===== src/adc_ctrl_defs.svh =====
`ifndef ADC_CTRL_DEFS_SVH
`define ADC_CTRL_DEFS_SVH

// register addresses
`define GLB_ADDR 24'hFF_F3C0
`define AUX_ADDR 24'hFF_F3C2
`define TRIG_ADDR 24'hFF_F3C4
`define START_ADDR 24'hFF_F3C6
`define DLY_ADDR 24'hFF_F3C8
`define RES_ADDR 24'hFF_F3CA

// global configuration fields
`define GLB_RESET 16'h0000
`define GLB_WMASK 16'hDFFF
`define GLB_ENABLE_BIT 0
`define GLB_SRC_BIT 1
`define GLB_DIFFSEL_BIT 2
`define GLB_CHAN_LSB 3
`define GLB_TOUCH_LSB 6
`define GLB_PREF_LSB 9
`define GLB_NREF_LSB 11
`define GLB_IRQEN_BIT 14
`define GLB_MUXOE_BIT 15
`define TOUCH_PEN_DETECT 3'h5

// auxiliary configuration fields
`define AUX_RESET 3'h0
`define AUX_CLKSEL_BIT 0
`define AUX_DIV_LSB 1
`define AUX_PRIMED_BIT 13
`define AUX_TRIGGERED_BIT 14
`define AUX_CONVERTING_BIT 15

// trigger control fields
`define TRIG_RESET 3'h0
`define TRIG_POL_BIT 0
`define TRIG_EXT_BIT 1
`define TRIG_AUTO_BIT 2

// start delay and result fields
`define DLY_RESET 16'h0000
`define RES_OVERFLOW_BIT 13
`define RES_PEN_BIT 14
`define RES_DONE_BIT 15
`define RESULT_WIDTH 12
`define SINGLE_MAX 12'h7FF
`define FIFO_DEPTH 4

// timing
`define CLOCK_MHZ 200
`define STARTUP_TIME_NS 250
`define STARTUP_CYCLES ((`STARTUP_TIME_NS * `CLOCK_MHZ + 999) / 1000)

`endif


===== src/adc_ctrl_pkg.sv =====
`default_nettype none
package adc_ctrl_pkg;
   typedef enum logic [1:0] {
      ST_IDLE,
      ST_DELAY,
      ST_CONVERT
   } conv_state_t;
   typedef enum logic [2:0] {
      SEL_GLOBAL,
      SEL_AUX,
      SEL_TRIGGER,
      SEL_START,
      SEL_DELAY,
      SEL_RESULT,
      SEL_NONE
   } reg_sel_t;
endpackage
`default_nettype wire


===== src/adc_ctrl.sv =====
`include "adc_ctrl_defs.svh"
`default_nettype none
module adc_ctrl #(
   parameter int STARTUP_CYCLES = `STARTUP_CYCLES,
   parameter int FIFO_DEPTH = `FIFO_DEPTH,
   parameter int DELAY_WIDTH = 8
) (
   input wire logic clock,
   input wire logic rst,
   input wire logic [23:0] busAddr,
   input wire logic busWrite,
   input wire logic busRead,
   input wire logic [15:0] busWData,
   output logic [15:0] busRData_q,
   output logic busAck_q,
   input wire logic freezePin,
   input wire logic asyncTrigPin,
   input wire logic penDownPin,
   input wire logic convDone,
   input wire logic [11:0] convData,
   output logic convStart_q,
   output logic converterReady_q,
   output logic analogPowerUp_q,
   output logic convClockEnable_q,
   output logic auxClockSelect_q,
   output logic [1:0] clockDivSelect_q,
   output logic inputSourceSelect_q,
   output logic differentialSelect_q,
   output logic [2:0] channelSelect_q,
   output logic muxOutputEnable_q,
   output logic [3:0] positiveRefSelect_q,
   output logic [3:0] negativeRefSelect_q,
   output logic [4:0] plateDrive_q,
   output logic converterIrqLine_q,
   output logic converterWakeupLine_q
);
   localparam int SCW = (STARTUP_CYCLES > 1) ? $clog2(STARTUP_CYCLES + 1) : 1;
   if (STARTUP_CYCLES < 1) begin : g_bad_startup
      $error("adc_ctrl start-up count must be at least one cycle");
   end
   if (DELAY_WIDTH < 1 || DELAY_WIDTH > 16) begin : g_bad_delay
      $error("adc_ctrl delay width must lie in 1..16");
   end

   // address decoder shared by read and write paths
   function automatic adc_ctrl_pkg::reg_sel_t decode(input logic [23:0] addr);
      if (addr == `GLB_ADDR) begin
         decode = adc_ctrl_pkg::SEL_GLOBAL;
      end else if (addr == `AUX_ADDR) begin
         decode = adc_ctrl_pkg::SEL_AUX;
      end else if (addr == `TRIG_ADDR) begin
         decode = adc_ctrl_pkg::SEL_TRIGGER;
      end else if (addr == `START_ADDR) begin
         decode = adc_ctrl_pkg::SEL_START;
      end else if (addr == `DLY_ADDR) begin
         decode = adc_ctrl_pkg::SEL_DELAY;
      end else if (addr == `RES_ADDR) begin
         decode = adc_ctrl_pkg::SEL_RESULT;
      end else begin
         decode = adc_ctrl_pkg::SEL_NONE;
      end
   endfunction

   // two-bit reference code to one-hot source select
   function automatic logic [3:0] oneHot4(input logic [1:0] code);
      oneHot4 = 4'h1 << code;
   endfunction

   // plate drivers: {xPosHigh, xPosWeak, yPosHigh, xNegLow, yNegLow}
   function automatic logic [4:0] touchDrive(input logic [2:0] mode);
      case (mode)
         3'h1: touchDrive = 5'b00101;
         3'h2: touchDrive = 5'b10010;
         3'h3: touchDrive = 5'b10001;
         3'h4: touchDrive = 5'b00110;
         3'h5: touchDrive = 5'b01001;
         default: touchDrive = 5'b00000;
      endcase
   endfunction

   logic [15:0] global_q;
   logic [2:0] auxCfg_q;
   logic [2:0] trigCtl_q;
   logic [15:0] startDelay_q;
   logic [2:0] pinMeta_q;
   logic [2:0] pinSync_q;
   logic asyncPrev_q;
   logic [SCW-1:0] startupCnt_q;
   logic primed_q;
   logic overflow_q;
   logic [DELAY_WIDTH-1:0] delayCnt_q;
   adc_ctrl_pkg::conv_state_t state_q;
   adc_ctrl_pkg::reg_sel_t sel;
   logic enabled;
   logic writeOpen;
   logic startWrite;
   logic freezeSync;
   logic asyncSync;
   logic penSync;
   logic asyncEdge;
   logic trigger;
   logic resultRead;
   logic pushValid;
   logic [11:0] pushData;
   logic fifoFull;
   logic fifoEmpty;
   logic [11:0] headData;
   logic penShown;
   logic [15:0] readValue;

   assign sel = decode(busAddr);
   assign enabled = global_q[`GLB_ENABLE_BIT];
   assign freezeSync = pinSync_q[0];
   assign asyncSync = pinSync_q[1];
   assign penSync = pinSync_q[2];

   // write lock while disabled, config registers excepted
   assign writeOpen = enabled || (sel == adc_ctrl_pkg::SEL_GLOBAL)
      || (sel == adc_ctrl_pkg::SEL_AUX);
   assign startWrite = busWrite && enabled && (sel == adc_ctrl_pkg::SEL_START);

   // global configuration register
   always_ff @(posedge clock) begin
      if (rst) begin
         global_q <= `GLB_RESET;
      end else if (busWrite && (sel == adc_ctrl_pkg::SEL_GLOBAL)) begin
         global_q <= busWData & `GLB_WMASK;
      end
   end

   // auxiliary clock configuration, always writeable
   always_ff @(posedge clock) begin
      if (rst) begin
         auxCfg_q <= `AUX_RESET;
      end else if (busWrite && (sel == adc_ctrl_pkg::SEL_AUX)) begin
         auxCfg_q <= busWData[2:0];
      end
   end

   // trigger control and start delay, locked while disabled
   always_ff @(posedge clock) begin
      if (rst) begin
         trigCtl_q <= `TRIG_RESET;
         startDelay_q <= `DLY_RESET;
      end else if (busWrite && writeOpen) begin
         if (sel == adc_ctrl_pkg::SEL_TRIGGER) begin
            trigCtl_q <= busWData[2:0];
         end
         if (sel == adc_ctrl_pkg::SEL_DELAY) begin
            startDelay_q <= busWData;
         end
      end
   end

   // two-stage synchronisers for freeze, trigger and pen-down pins
   always_ff @(posedge clock) begin
      if (rst) begin
         pinMeta_q <= 3'h0;
         pinSync_q <= 3'h0;
         asyncPrev_q <= 1'b0;
      end else begin
         pinMeta_q <= {penDownPin, asyncTrigPin, freezePin};
         pinSync_q <= pinMeta_q;
         asyncPrev_q <= asyncSync;
      end
   end

   // edge of chosen polarity on the external trigger
   assign asyncEdge = trigCtl_q[`TRIG_POL_BIT] ? (asyncPrev_q && !asyncSync)
      : (!asyncPrev_q && asyncSync);

   // start-up timer after enable
   always_ff @(posedge clock) begin
      if (rst || !enabled) begin
         startupCnt_q <= '0;
         converterReady_q <= 1'b0;
      end else if (!converterReady_q) begin
         startupCnt_q <= SCW'(startupCnt_q + 1'b1);
         converterReady_q <= (startupCnt_q == SCW'(STARTUP_CYCLES - 1));
      end
   end

   // accepted only when idle, so one trigger per conversion
   assign trigger = converterReady_q && (state_q == adc_ctrl_pkg::ST_IDLE)
      && (trigCtl_q[`TRIG_EXT_BIT]
         ? (asyncEdge && (trigCtl_q[`TRIG_AUTO_BIT] || primed_q))
         : startWrite);

   // prime flag for non-automatic external triggering
   always_ff @(posedge clock) begin
      if (rst || !enabled) begin
         primed_q <= 1'b0;
      end else if (startWrite && trigCtl_q[`TRIG_EXT_BIT] && !trigCtl_q[`TRIG_AUTO_BIT]) begin
         primed_q <= 1'b1; // a prime in the completion cycle wins
      end else if (pushValid) begin
         primed_q <= 1'b0;
      end
   end

   // conversion sequencer: delay, start pulse, wait for done
   always_ff @(posedge clock) begin
      if (rst || !enabled) begin
         state_q <= adc_ctrl_pkg::ST_IDLE;
         delayCnt_q <= '0;
         convStart_q <= 1'b0;
      end else begin
         convStart_q <= 1'b0;
         case (state_q)
            adc_ctrl_pkg::ST_IDLE: begin
               if (trigger) begin
                  state_q <= adc_ctrl_pkg::ST_DELAY;
                  delayCnt_q <= startDelay_q[DELAY_WIDTH-1:0];
               end
            end
            adc_ctrl_pkg::ST_DELAY: begin
               if (delayCnt_q == '0) begin
                  state_q <= adc_ctrl_pkg::ST_CONVERT;
                  convStart_q <= 1'b1;
               end else begin
                  delayCnt_q <= DELAY_WIDTH'(delayCnt_q - 1'b1);
               end
            end
            adc_ctrl_pkg::ST_CONVERT: begin
               if (convDone) begin
                  state_q <= adc_ctrl_pkg::ST_IDLE;
               end
            end
            default: begin
               state_q <= adc_ctrl_pkg::ST_IDLE;
            end
         endcase
      end
   end

   // completed results enter the queue, freeze or not
   assign pushValid = enabled && convDone && (state_q == adc_ctrl_pkg::ST_CONVERT);
   assign pushData = (global_q[`GLB_DIFFSEL_BIT] || (convData <= `SINGLE_MAX))
      ? convData : `SINGLE_MAX;

   // result read pops unless frozen
   assign resultRead = busRead && (sel == adc_ctrl_pkg::SEL_RESULT);

   // queue on the system clock; results surface only through it
   result_fifo #(
      .WIDTH(`RESULT_WIDTH),
      .DEPTH(FIFO_DEPTH)
   ) u_result_fifo (
      .clock(clock),
      .rst(rst),
      .pushValid(pushValid),
      .pushData(pushData),
      .pop(resultRead && !freezeSync),
      .full(fifoFull),
      .empty(fifoEmpty),
      .headData_q(headData)
   );

   // overflow flag, set wins over read clear
   always_ff @(posedge clock) begin
      if (rst) begin
         overflow_q <= 1'b0;
      end else if (pushValid && fifoFull) begin
         overflow_q <= 1'b1;
      end else if (resultRead && !freezeSync) begin
         overflow_q <= 1'b0;
      end
   end

   // pen-down visible only in detect mode
   assign penShown = penSync
      && (global_q[`GLB_TOUCH_LSB +: 3] == `TOUCH_PEN_DETECT);

   // read multiplexer, unmapped and write-only read as zero
   always_comb begin
      readValue = 16'h0000;
      if (sel == adc_ctrl_pkg::SEL_GLOBAL) begin
         readValue = global_q;
      end else if (sel == adc_ctrl_pkg::SEL_AUX) begin
         readValue[2:0] = auxCfg_q;
         readValue[`AUX_PRIMED_BIT] = primed_q;
         readValue[`AUX_TRIGGERED_BIT] = (state_q != adc_ctrl_pkg::ST_IDLE);
         readValue[`AUX_CONVERTING_BIT] = (state_q == adc_ctrl_pkg::ST_CONVERT);
      end else if (sel == adc_ctrl_pkg::SEL_TRIGGER) begin
         readValue[2:0] = trigCtl_q;
      end else if (sel == adc_ctrl_pkg::SEL_DELAY) begin
         readValue = startDelay_q;
      end else if (sel == adc_ctrl_pkg::SEL_RESULT) begin
         readValue[11:0] = headData;
         readValue[`RES_OVERFLOW_BIT] = overflow_q;
         readValue[`RES_PEN_BIT] = penShown;
         readValue[`RES_DONE_BIT] = !fifoEmpty;
      end
   end

   // bus answer one cycle after any access
   always_ff @(posedge clock) begin
      if (rst) begin
         busRData_q <= 16'h0000;
         busAck_q <= 1'b0;
      end else begin
         busAck_q <= busRead || busWrite;
         if (busRead) begin
            busRData_q <= readValue;
         end
      end
   end

   // done interrupt follows queue while the irq enable bit is set, wake-up follows queue or shown pen-down; queue terms gap after each read
   always_ff @(posedge clock) begin
      if (rst) begin
         converterIrqLine_q <= 1'b0;
         converterWakeupLine_q <= 1'b0;
      end else begin
         converterIrqLine_q <= global_q[`GLB_IRQEN_BIT] && !fifoEmpty && !resultRead;
         converterWakeupLine_q <= (!fifoEmpty && !resultRead) || penShown;
      end
   end

   // analog power, clock gating and routing outputs
   always_ff @(posedge clock) begin
      if (rst) begin
         analogPowerUp_q <= 1'b0;
         convClockEnable_q <= 1'b0;
         auxClockSelect_q <= 1'b0;
         clockDivSelect_q <= 2'h0;
         inputSourceSelect_q <= 1'b0;
         differentialSelect_q <= 1'b0;
         channelSelect_q <= 3'h0;
         muxOutputEnable_q <= 1'b0;
         positiveRefSelect_q <= 4'h1;
         negativeRefSelect_q <= 4'h1;
         plateDrive_q <= 5'h00;
      end else begin
         analogPowerUp_q <= enabled;
         convClockEnable_q <= enabled;
         auxClockSelect_q <= auxCfg_q[`AUX_CLKSEL_BIT];
         clockDivSelect_q <= auxCfg_q[`AUX_DIV_LSB +: 2];
         inputSourceSelect_q <= global_q[`GLB_SRC_BIT];
         differentialSelect_q <= global_q[`GLB_DIFFSEL_BIT];
         channelSelect_q <= global_q[`GLB_CHAN_LSB +: 3];
         muxOutputEnable_q <= global_q[`GLB_MUXOE_BIT];
         positiveRefSelect_q <= oneHot4(global_q[`GLB_PREF_LSB +: 2]);
         negativeRefSelect_q <= oneHot4(global_q[`GLB_NREF_LSB +: 2]);
         plateDrive_q <= enabled ? touchDrive(global_q[`GLB_TOUCH_LSB +: 3]) : 5'h00;
      end
   end
endmodule
`default_nettype wire


===== src/result_fifo.sv =====
`default_nettype none
module result_fifo #(
   parameter int WIDTH = 12,
   parameter int DEPTH = 4
) (
   input wire logic clock,
   input wire logic rst,
   input wire logic pushValid,
   input wire logic [WIDTH-1:0] pushData,
   input wire logic pop,
   output logic full,
   output logic empty,
   output logic [WIDTH-1:0] headData_q
);
   localparam int PW = (DEPTH > 1) ? $clog2(DEPTH) : 1;
   if (DEPTH < 2 || (DEPTH & (DEPTH - 1)) != 0) begin : g_bad_depth
      $error("result_fifo depth must be a power of two, at least 2");
   end

   logic [WIDTH-1:0] mem [DEPTH];
   logic [PW-1:0] wrPtr_q;
   logic [PW-1:0] rdPtr_q;
   logic [PW:0] count_q;
   logic doPush;
   logic doPop;
   logic [PW-1:0] rdPtrNext;

   // accept only with room, pop only with data
   assign full = (count_q == (PW + 1)'(DEPTH));
   assign empty = (count_q == '0);
   assign doPush = pushValid && !full;
   assign doPop = pop && !empty;
   assign rdPtrNext = doPop ? PW'(rdPtr_q + 1'b1) : rdPtr_q;

   // storage
   always_ff @(posedge clock) begin
      if (doPush) begin
         mem[wrPtr_q] <= pushData;
      end
   end

   // pointers and fill level
   always_ff @(posedge clock) begin
      if (rst) begin
         wrPtr_q <= '0;
         rdPtr_q <= '0;
         count_q <= '0;
      end else begin
         if (doPush) begin
            wrPtr_q <= PW'(wrPtr_q + 1'b1);
         end
         rdPtr_q <= rdPtrNext;
         count_q <= (PW + 1)'(count_q + doPush - doPop);
      end
   end

   // registered head with bypass so a fresh entry shows at once
   always_ff @(posedge clock) begin
      if (rst) begin
         headData_q <= '0;
      end else if (doPush && (wrPtr_q == rdPtrNext)) begin
         headData_q <= pushData;
      end else begin
         headData_q <= mem[rdPtrNext];
      end
   end
endmodule
`default_nettype wire


===== config.mk =====
export PLATFORM = sky130hd
export DESIGN_NAME = adc_ctrl
export DESIGN_NICKNAME = d
export VERILOG_FILES = /design/src/adc_ctrl_pkg.sv /design/src/adc_ctrl.sv /design/src/result_fifo.sv
export VERILOG_INCLUDE_DIRS = /design/src
export SDC_FILE = /design/constraint.sdc
export NUM_CORES = 1
export LEC_CHECK = 0
export ABC_AREA = 1
export BUFFER_PORTS_ARGS = -buffer_cell sky130_fd_sc_hd__buf_2
export CORE_MARGIN = 4
export CORE_UTILIZATION = 55
export DETAILED_ROUTE_END_ITERATION = 10
export PLACE_DENSITY_LB_ADDON = 0.1
export SLEW_MARGIN = 40
export SYNTH_ARGS = -nofsm -noshare
export SYNTH_HDL_FRONTEND = slang
export SYNTH_SLANG_ARGS = --single-unit

===== constraint.sdc =====
create_clock -name clock -period 4.45 [get_ports clock]
set_clock_uncertainty 0.05 [all_clocks]
set_input_delay 0.445 -clock clock [delete_from_list [all_inputs] [get_ports clock]]
set_output_delay 0.445 -clock clock [all_outputs]
set_load 0.005 [all_outputs]

==> metrics, run 1 <==
outcome=complete, no violations; worst relative slew slack=44.91%; switching pwr=between 700 and 800 µW; Top FF cell, synth=dfxtp_1; Slowest-stage cell, CP=nor3_1; commonest non-fill, non-tap cells in the layout=nand2_1, inv_1, dfxtp_1; CTS tree=done; IO Port Bufs=104; Critical Path AT=3100 ps; synthesized net count=around 1000; number of flops mapped to enable cells by yosys=48; leading area contributor after synthesis=dfxtp_1; Post-Syn Instances=roughly 930; VDD IR max=approximately 0.28 mV; post-cts resize count=0; clk sinks=173; Worst EP required=4750 ps; Tot GR Track Use=between 20% and 30%; first-pass GRT wire length=a little under 30000 µm; Reg2Reg Setup Slack=~1600 ps; largest net degree at the start of global routing=46; Worst Tran Pin Value=826.4 ps; post-detail-place hpwl=about 12000 µm; fmax=~360 MHz; DR vias/cell=between 5 and 6; Starting Density=56.69%; hold worst-path end=pinMeta_q[2]; vias in the first global route=5920; max-slew violations=0; Area Overhead vs Synth=15.86%; WP depth=11; wire per inst=14.81 µm; distinct cell type count of the synthesized netlist=43; clock network fraction of design power=44.8%; synth top area cells=dfxtp_1, edfxtp_1, nand2_1; crit path launch type=flop; Yosys Warn Count=0; Worst path top cell family by delay=simple AND/OR/NAND/NOR gates; diodes inserted=0; Crit path buffers/inverters=1; RSZ-0062 raised after global routing=false; Hold Buf Count CTS=0; setup violators final=0; P_leak=about 3.7 nW; H-tree Lvls=4; clock root cell=clkbuf_16; critical path fanouts, max=19; gr ovfl total=0; CP Launch Point=u_result_fifo.count_q[1]; register area share after synthesis=between 50% and 60%; Initial DRC Count=486; hold-critical path depth=3; worst min path class=input port to flop; Cell Rows=42; I/O pin count=approximately 110; share of post-route cells with drive strength above 1=17.02%; Net Sw Frac=22.33%; Worst-Skew Late Latency=between 400 and 500 ps; Period Utilization, post-route=between 60% and 70%; worst-case clock buffer depth=2; min-delay src=penDownPin; share of the synthesized area in the top cell type=around 33%; Finished Cell Area=approximately 0.009 mm²; Reg-to-Reg Start=u_result_fifo.count_q[1]; via count=between 6000 and 7000; TNS Setup=0 ps; Final Hold Fails=0; Vert. Die Dim=125.3 µm; internal power=between 2 and 2.5 mW; initial antenna violation count=1; Async SR Flop Fraction=0%; synthesized area=0.007567 mm²; buffers inserted by post-CTS timing repair=0; CP cell instances=nor3_1 > nor2_1 > nand3_4 > nand2_1 > nand2_2 > nand2_1 > nand2_2 > nand2_2 > inv_2 > nor2_1 > nor2_1; Crit Path Class=flop to flop; Post-DRT Antenna Nets=0; count of state elements after synthesis=173; PwrDens=~360 mW/mm²; sequential power share=between 50% and 60%; commonest non-fill, non-tap cell in the layout=nand2_1; share of total power in combinational logic=under 10%; Placed Area=between 0.008 and 0.009 mm²; Core Region=about 0.013 mm²; Worst R2R Path Depth=11; Horiz. Die Dim=125.3 µm; slowest stage delay, CP=530 ps; syn avg cell area=8.128 µm²; post-layout minimum cycle time=around 2800 ps; CTS Buf Count=17; drc violations=0; Worst-path clk slew=roughly 70 ps; drt pass-1 iters=5; Detailed Route WL=around 18000 µm; Max Cap Violations=0; die area=0.01570 mm²; routability cong.=~0.9; Worst R2R End=u_result_fifo.headData_q[7]; Critical Path Sink Type=flop; NumNets Final=1099
==> registers in the layout (all words and copies together), names as in the netlist, 3 cells and up <==
name                      flops
pinMeta_q                     3
startupCnt_q                  6
delayCnt_q                    8
positiveRefSelect_q           4
u_result_fifo.count_q         3
plateDrive_q                  5
global_q                     15
startDelay_q                 16
channelSelect_q               3
busRData_q                   16
negativeRefSelect_q           4
auxCfg_q                      3
pinSync_q                     3
u_result_fifo.mem            48
u_result_fifo.headData_q     12
trigCtl_q                     3
==> worst register-to-register path, cell delays in order, from the launching register on <==
cell     delay (ps)
dfxtp_1         330
nor3_1          530
nor2_1          180
nand3_4         300
nand2_1         110
nand2_2         280
nand2_1         120
nand2_2         290
nand2_2         140
inv_2           190
nor2_1           70
nor2_1          130
==> power by group through the flow <==
stage	sequential [mW]	clock, mW	combinational [mW]
after global placement	1.67	0	0.104
after global routing	1.63	1.49	0.120
after floorplan	1.66	0	0.0526
after detailed placement	1.66	0	0.105
final	1.63	1.41	0.106
after CTS	1.63	1.43	0.106
==> kinds of logic (layout without fill, tap and decap cells) <==
group	Yosys count	after routing	share of synthesized area (%)
AND/OR/NAND/NOR	387	387	23.26
buffers and inverters	184	293	9.540
flip-flops	173	173	52.12
AO/OA/AOI/OAI	171	171	12.53
adder cells (fa/ha/maj)	12	12	2.083
XOR/XNOR	4	4	0.4629
==> through the flow <==
step	utilization (%)	worst slack (ps)	std cells	hold WS, ps	total power, mW
2_1_floorplan	-	1920	931	338.3	1.717
3_3_place_gp	61.42	1311	1184	345.9	1.769
3_5_place_dp	61.45	1304	1184	345.9	1.770
4_1_cts	65.68	1601	1216	157.5	3.164
5_1_grt	65.68	1333	1216	179.2	3.243
6_report	65.68	1646	1216	171.3	3.146
==> worst max-delay path by stage <==
stage                                             end  slack, ps
after CTS                 u_result_fifo.headData_q[7]       1600
final                     u_result_fifo.headData_q[7]       1650
after detailed placement  u_result_fifo.headData_q[3]       1300
after floorplan              u_result_fifo.count_q[1]       1920
after global placement    u_result_fifo.headData_q[3]       1310
after global routing      u_result_fifo.headData_q[7]       1330
==> per-layer routing <==
layer | wire, µm | global-route usage, %
met4 | 265 | 7.717
met3 | 1093 | 4.819
met5 | 8 | 0
met1 | 8533 | 31.78
met2 | 8109 | 35.97
==> Yosys cell counts (2+ instances only) <==
| master | n |
|---|---|
| o31ai_1 | 3 |
| nand3_2 | 4 |
| nor2_2 | 4 |
| edfxtp_1 | 48 |
| nand4_1 | 5 |
| ha_1 | 11 |
| a211oi_1 | 2 |
| nand2_4 | 2 |
| buf_1 | 4 |
| nand2_1 | 150 |
| a21oi_2 | 4 |
| inv_1 | 145 |
| or2_2 | 3 |
| o211ai_1 | 2 |
| nor3_1 | 14 |
| nor4_1 | 2 |
| nand3_1 | 58 |
| a41oi_1 | 9 |
| buf_2 | 7 |
| nand2_2 | 4 |
| nand3b_1 | 11 |
| nor2_4 | 6 |
| o21ai_1 | 9 |
| xor2_1 | 4 |
| clkbuf_1 | 18 |
| a21oi_1 | 61 |
| o221ai_1 | 3 |
| dfxtp_1 | 125 |
| inv_2 | 2 |
| o22ai_1 | 3 |
| o21ai_0 | 72 |
| buf_4 | 2 |
| clkinv_1 | 4 |
| nor2_1 | 120 |
| buf_6 | 2 |
==> cell type report <==
type | instances | area, µm²
clock buffers | 18 | 429.2
clock inverters | 14 | 135.1
fillers | 1157 | 4581
inverters | 151 | 566.8
multi-input cells | 574 | 2907
flip-flops and latches | 173 | 3944
well taps | 176 | 220.2
repair buffers | 110 | 565.5
No activity file was read; power rests on OpenSTA's default activity.
==> inputs of run 2 (changes only) <==
--- a/config.mk
+++ b/config.mk
@@ -6,10 +6,10 @@
 export SDC_FILE = /design/constraint.sdc
 export NUM_CORES = 1
 export LEC_CHECK = 0
-export ABC_AREA = 1
+export ABC_AREA = 0
 export BUFFER_PORTS_ARGS = -buffer_cell sky130_fd_sc_hd__buf_2
 export CORE_MARGIN = 4
-export CORE_UTILIZATION = 55
+export CORE_UTILIZATION = 52
 export DETAILED_ROUTE_END_ITERATION = 10
 export PLACE_DENSITY_LB_ADDON = 0.1
 export SLEW_MARGIN = 40
==> constraint.sdc (replaced) <==
create_clock -name clock -period 2.3 [get_ports clock]
set_clock_uncertainty 0.05 [all_clocks]
set_input_delay 0.23 -clock clock [delete_from_list [all_inputs] [get_ports clock]]
set_output_delay 0.23 -clock clock [all_outputs]
set_load 0.005 [all_outputs]
==> run 2 against run 1 <==
Against the previous run:
- the flow now finishes with violations (negative setup slack)
- total power is 96% higher
- routed wire length is 2.9% lower
- first-iteration DRC count is 27% lower
- global-route usage is 1.4 points lower
- flip-flop and latch count stayed put
- design area is 7.5% higher
- utilization is 0.59 points lower
- critical path depth is 1 lower
- via count is 11% lower
- final cell count is 15% lower
- largest cell class unchanged
- highest routed layer is now met4
==> metrics, run 2 <==
register area share after synthesis=between 50% and 60%; Crit Path Class=input port to flop; I/O pin count=105; post-detail-place hpwl=~12000 µm; Horiz. Die Dim=129.2 µm; Top FF cell, synth=dfxtp_1; Async SR Flop Fraction=0%; total power=6.180 mW; failing checks=negative setup slack; Top Registers=u_result_fifo.mem x48, busRData_q x16, startDelay_q x16; share of total power in combinational logic=3.4%; Core Region=0.01448 mm²; worst min path class=input port to flop; drt pass-1 iters=4; Period Utilization, post-route=106.4%; outcome=complete, but fails checks; Tot GR Track Use=roughly 21%; routability cong.=about 0.8; Commonest cells post-synth=dfxtp_1, nor2_1, mux2i_1; commonest non-fill, non-tap cell in the layout=dfxtp_1; clock root cell=clkbuf_16; synthesized area=~0.0076 mm²; initial antenna violation count=0; first-pass GRT wire length=around 28000 µm; Initial DRC Count=356; sequential power share=between 50% and 60%; synth top area cells=dfxtp_1, edfxtp_1, mux2i_1; Worst EP required=between 2000 and 3000 ps; vias in the first global route=between 5000 and 6000; Net Sw Frac=21.72%; fmax=a little over 400 MHz; synthesized net count=between 700 and 800; clk sinks=~170; final worst slack=-147.3 ps; Final Hold Fails=0; Finished Cell Area=between 0.009 and 0.01 mm²; worst-case clock buffer depth=2; NumNets Final=~900; via count=5647; Post-Syn Instances=approximately 700; Max Cap Violations=0; Cell Rows=44; critical path fanouts, max=2; Detailed Route WL=between 15000 and 20000 µm; crit path launch type=input port; worst relative slew slack=between 60% and 70%; PwrDens=about 660 mW/mm²; Post-DRT Antenna Nets=0; top-count cell post-synth=dfxtp_1; Area Overhead vs Synth=23.39%; distinct cell type count of the synthesized netlist=60; Placed Area=roughly 0.0086 mm²; largest net degree at the start of global routing=43; commonest non-fill, non-tap cells in the layout=dfxtp_1, buf_2, nor2_1; share of post-route cells with drive strength above 1=28.69%; die area=~0.017 mm²; Vert. Die Dim=129.2 µm; max-slew violations=0; Worst-Skew Late Latency=around 430 ps; gr ovfl total=0; Starting Density=between 50% and 60%; CTS tree=done; wire per inst=about 17 µm; diodes inserted=0; IO Port Bufs=~100; leading area contributor after synthesis=dfxtp_1; largest reg by FF count=u_result_fifo.mem; drc violations=0; switching pwr=between 1 and 1.5 mW; CTS Buf Count=17; syn avg cell area=10.89 µm²; post-layout minimum cycle time=approximately 2400 ps; Critical Path Sink Type=flop; Critical Path AT=2700 ps; H-tree Lvls=4; number of flops mapped to enable cells by yosys=48; Worst Tran Pin Value=about 530 ps; RSZ-0062 raised after global routing=true; count of state elements after synthesis=between 150 and 200; share of the synthesized area in the top cell type=between 30% and 40%; DR vias/cell=around 5.4; P_leak=3.757 nW; max reg flops=48; internal power=roughly 4.8 mW; setup violators final=14; Worst-path clk slew=~60 ps; Yosys Warn Count=0; VDD IR max=a little over 0.5 mV; clock network fraction of design power=between 40% and 50%
[run 2: cell count changes in the layout (fill, tap and decap cells not counted), sizes merged, moves of 48 or more]
cell / previous run / this run
o21ai: 81 / 27
mux2i: 0 / 65
nand2: 156 / 33
buf: 110 / 158
inv: 151 / 24
nor2: 130 / 69
[run 2: final timing paths]
| check | to | slack, ps | start | depth (start not counted) |
|---|---|---|---|---|
| hold reg to reg | pinSync_q[0] | 400 | pinMeta_q[0] | 1 |
| setup reg to reg | u_result_fifo.count_q[1] | -70 | pinSync_q[0] | 9 |
| setup / recovery | u_result_fifo.count_q[1] | -150 | busAddr[11] | 10 |
| hold / removal | startDelay_q[12] | 20 | busWData[12] | 3 |
[run 2: layer usage]
metal	GRT usage, %	vias to the layer above	share of wire [%]
li1	-	2791	-
met5	0	-	0
met3	5.771	24	5.6
met2	34.18	149	46
met1	29.07	2683	46
met4	6.424	0	1.8
[run 2: what timing repair did]
item	CTS	global route
hold buffers	12	0
setup buffers	1	2
gates resized for setup	5	15
pin swaps	1	3
gates cloned	0	0
endpoints found under the hold margin	14	0
setup endpoints to repair	20	23
[run 2: layout make-up]
class	count	area [µm²]
Fill cell	1124	5055
Sequential cell	173	3944
Multi-Input combinational cell	460	3506
Timing Repair Buffer	170	1085
Clock buffer	17	425.4
Tap cell	184	230.2
Clock inverter	15	160.2
Inverter	19	73.82
[run 2: through the flow]
stage | setup slack (ps) | cells | util [%] | setup TNS, ps | hold slack (ps)
after floorplan | -806.9 | 701 | - | -11320 | 295.8
after global placement | -560.2 | 991 | 59.51 | -21970 | 379.3
after detailed placement | -603.7 | 991 | 59.51 | -23860 | 381.0
after CTS | -129.4 | 1036 | 64.61 | -918.1 | 0.3588
after global routing | -172.8 | 1038 | 65.09 | -1589 | 22.10
final | -147.3 | 1038 | 65.09 | -1052 | 23.46
[run 2: cell families (layout without fill, tap and decap cells)]
group / Yosys count / after routing / synth area share (%)
DFF: 173 / 173 / 51.64
muxes: 94 / 94 / 16.25
AOI/OAI and AO/OA: 107 / 107 / 8.650
xor gates and xnor gates: 11 / 11 / 1.261
adders and majority gates: 13 / 13 / 2.195
and+or+nand+nor: 235 / 235 / 16.06
buffers and inverters: 68 / 221 / 3.948
[run 2: critical path, stage by stage]
cell and delay, ps:
buf_6 90, or4b_1 500, or4_4 430, or4_4 470, inv_4 80, ha_4 190
inv_2 60, ha_4 120, fa_2 410, nor2b_1 130
[run 2: power by group through the flow]
stage,Sequential (mW),Clock [mW],Combinational [mW]
global placement,3.21,0,0.184
floorplan,3.20,0,0.0949
finish,3.14,2.83,0.208
detailed placement,3.21,0,0.189
global route,3.14,3.01,0.229
CTS,3.14,2.88,0.207
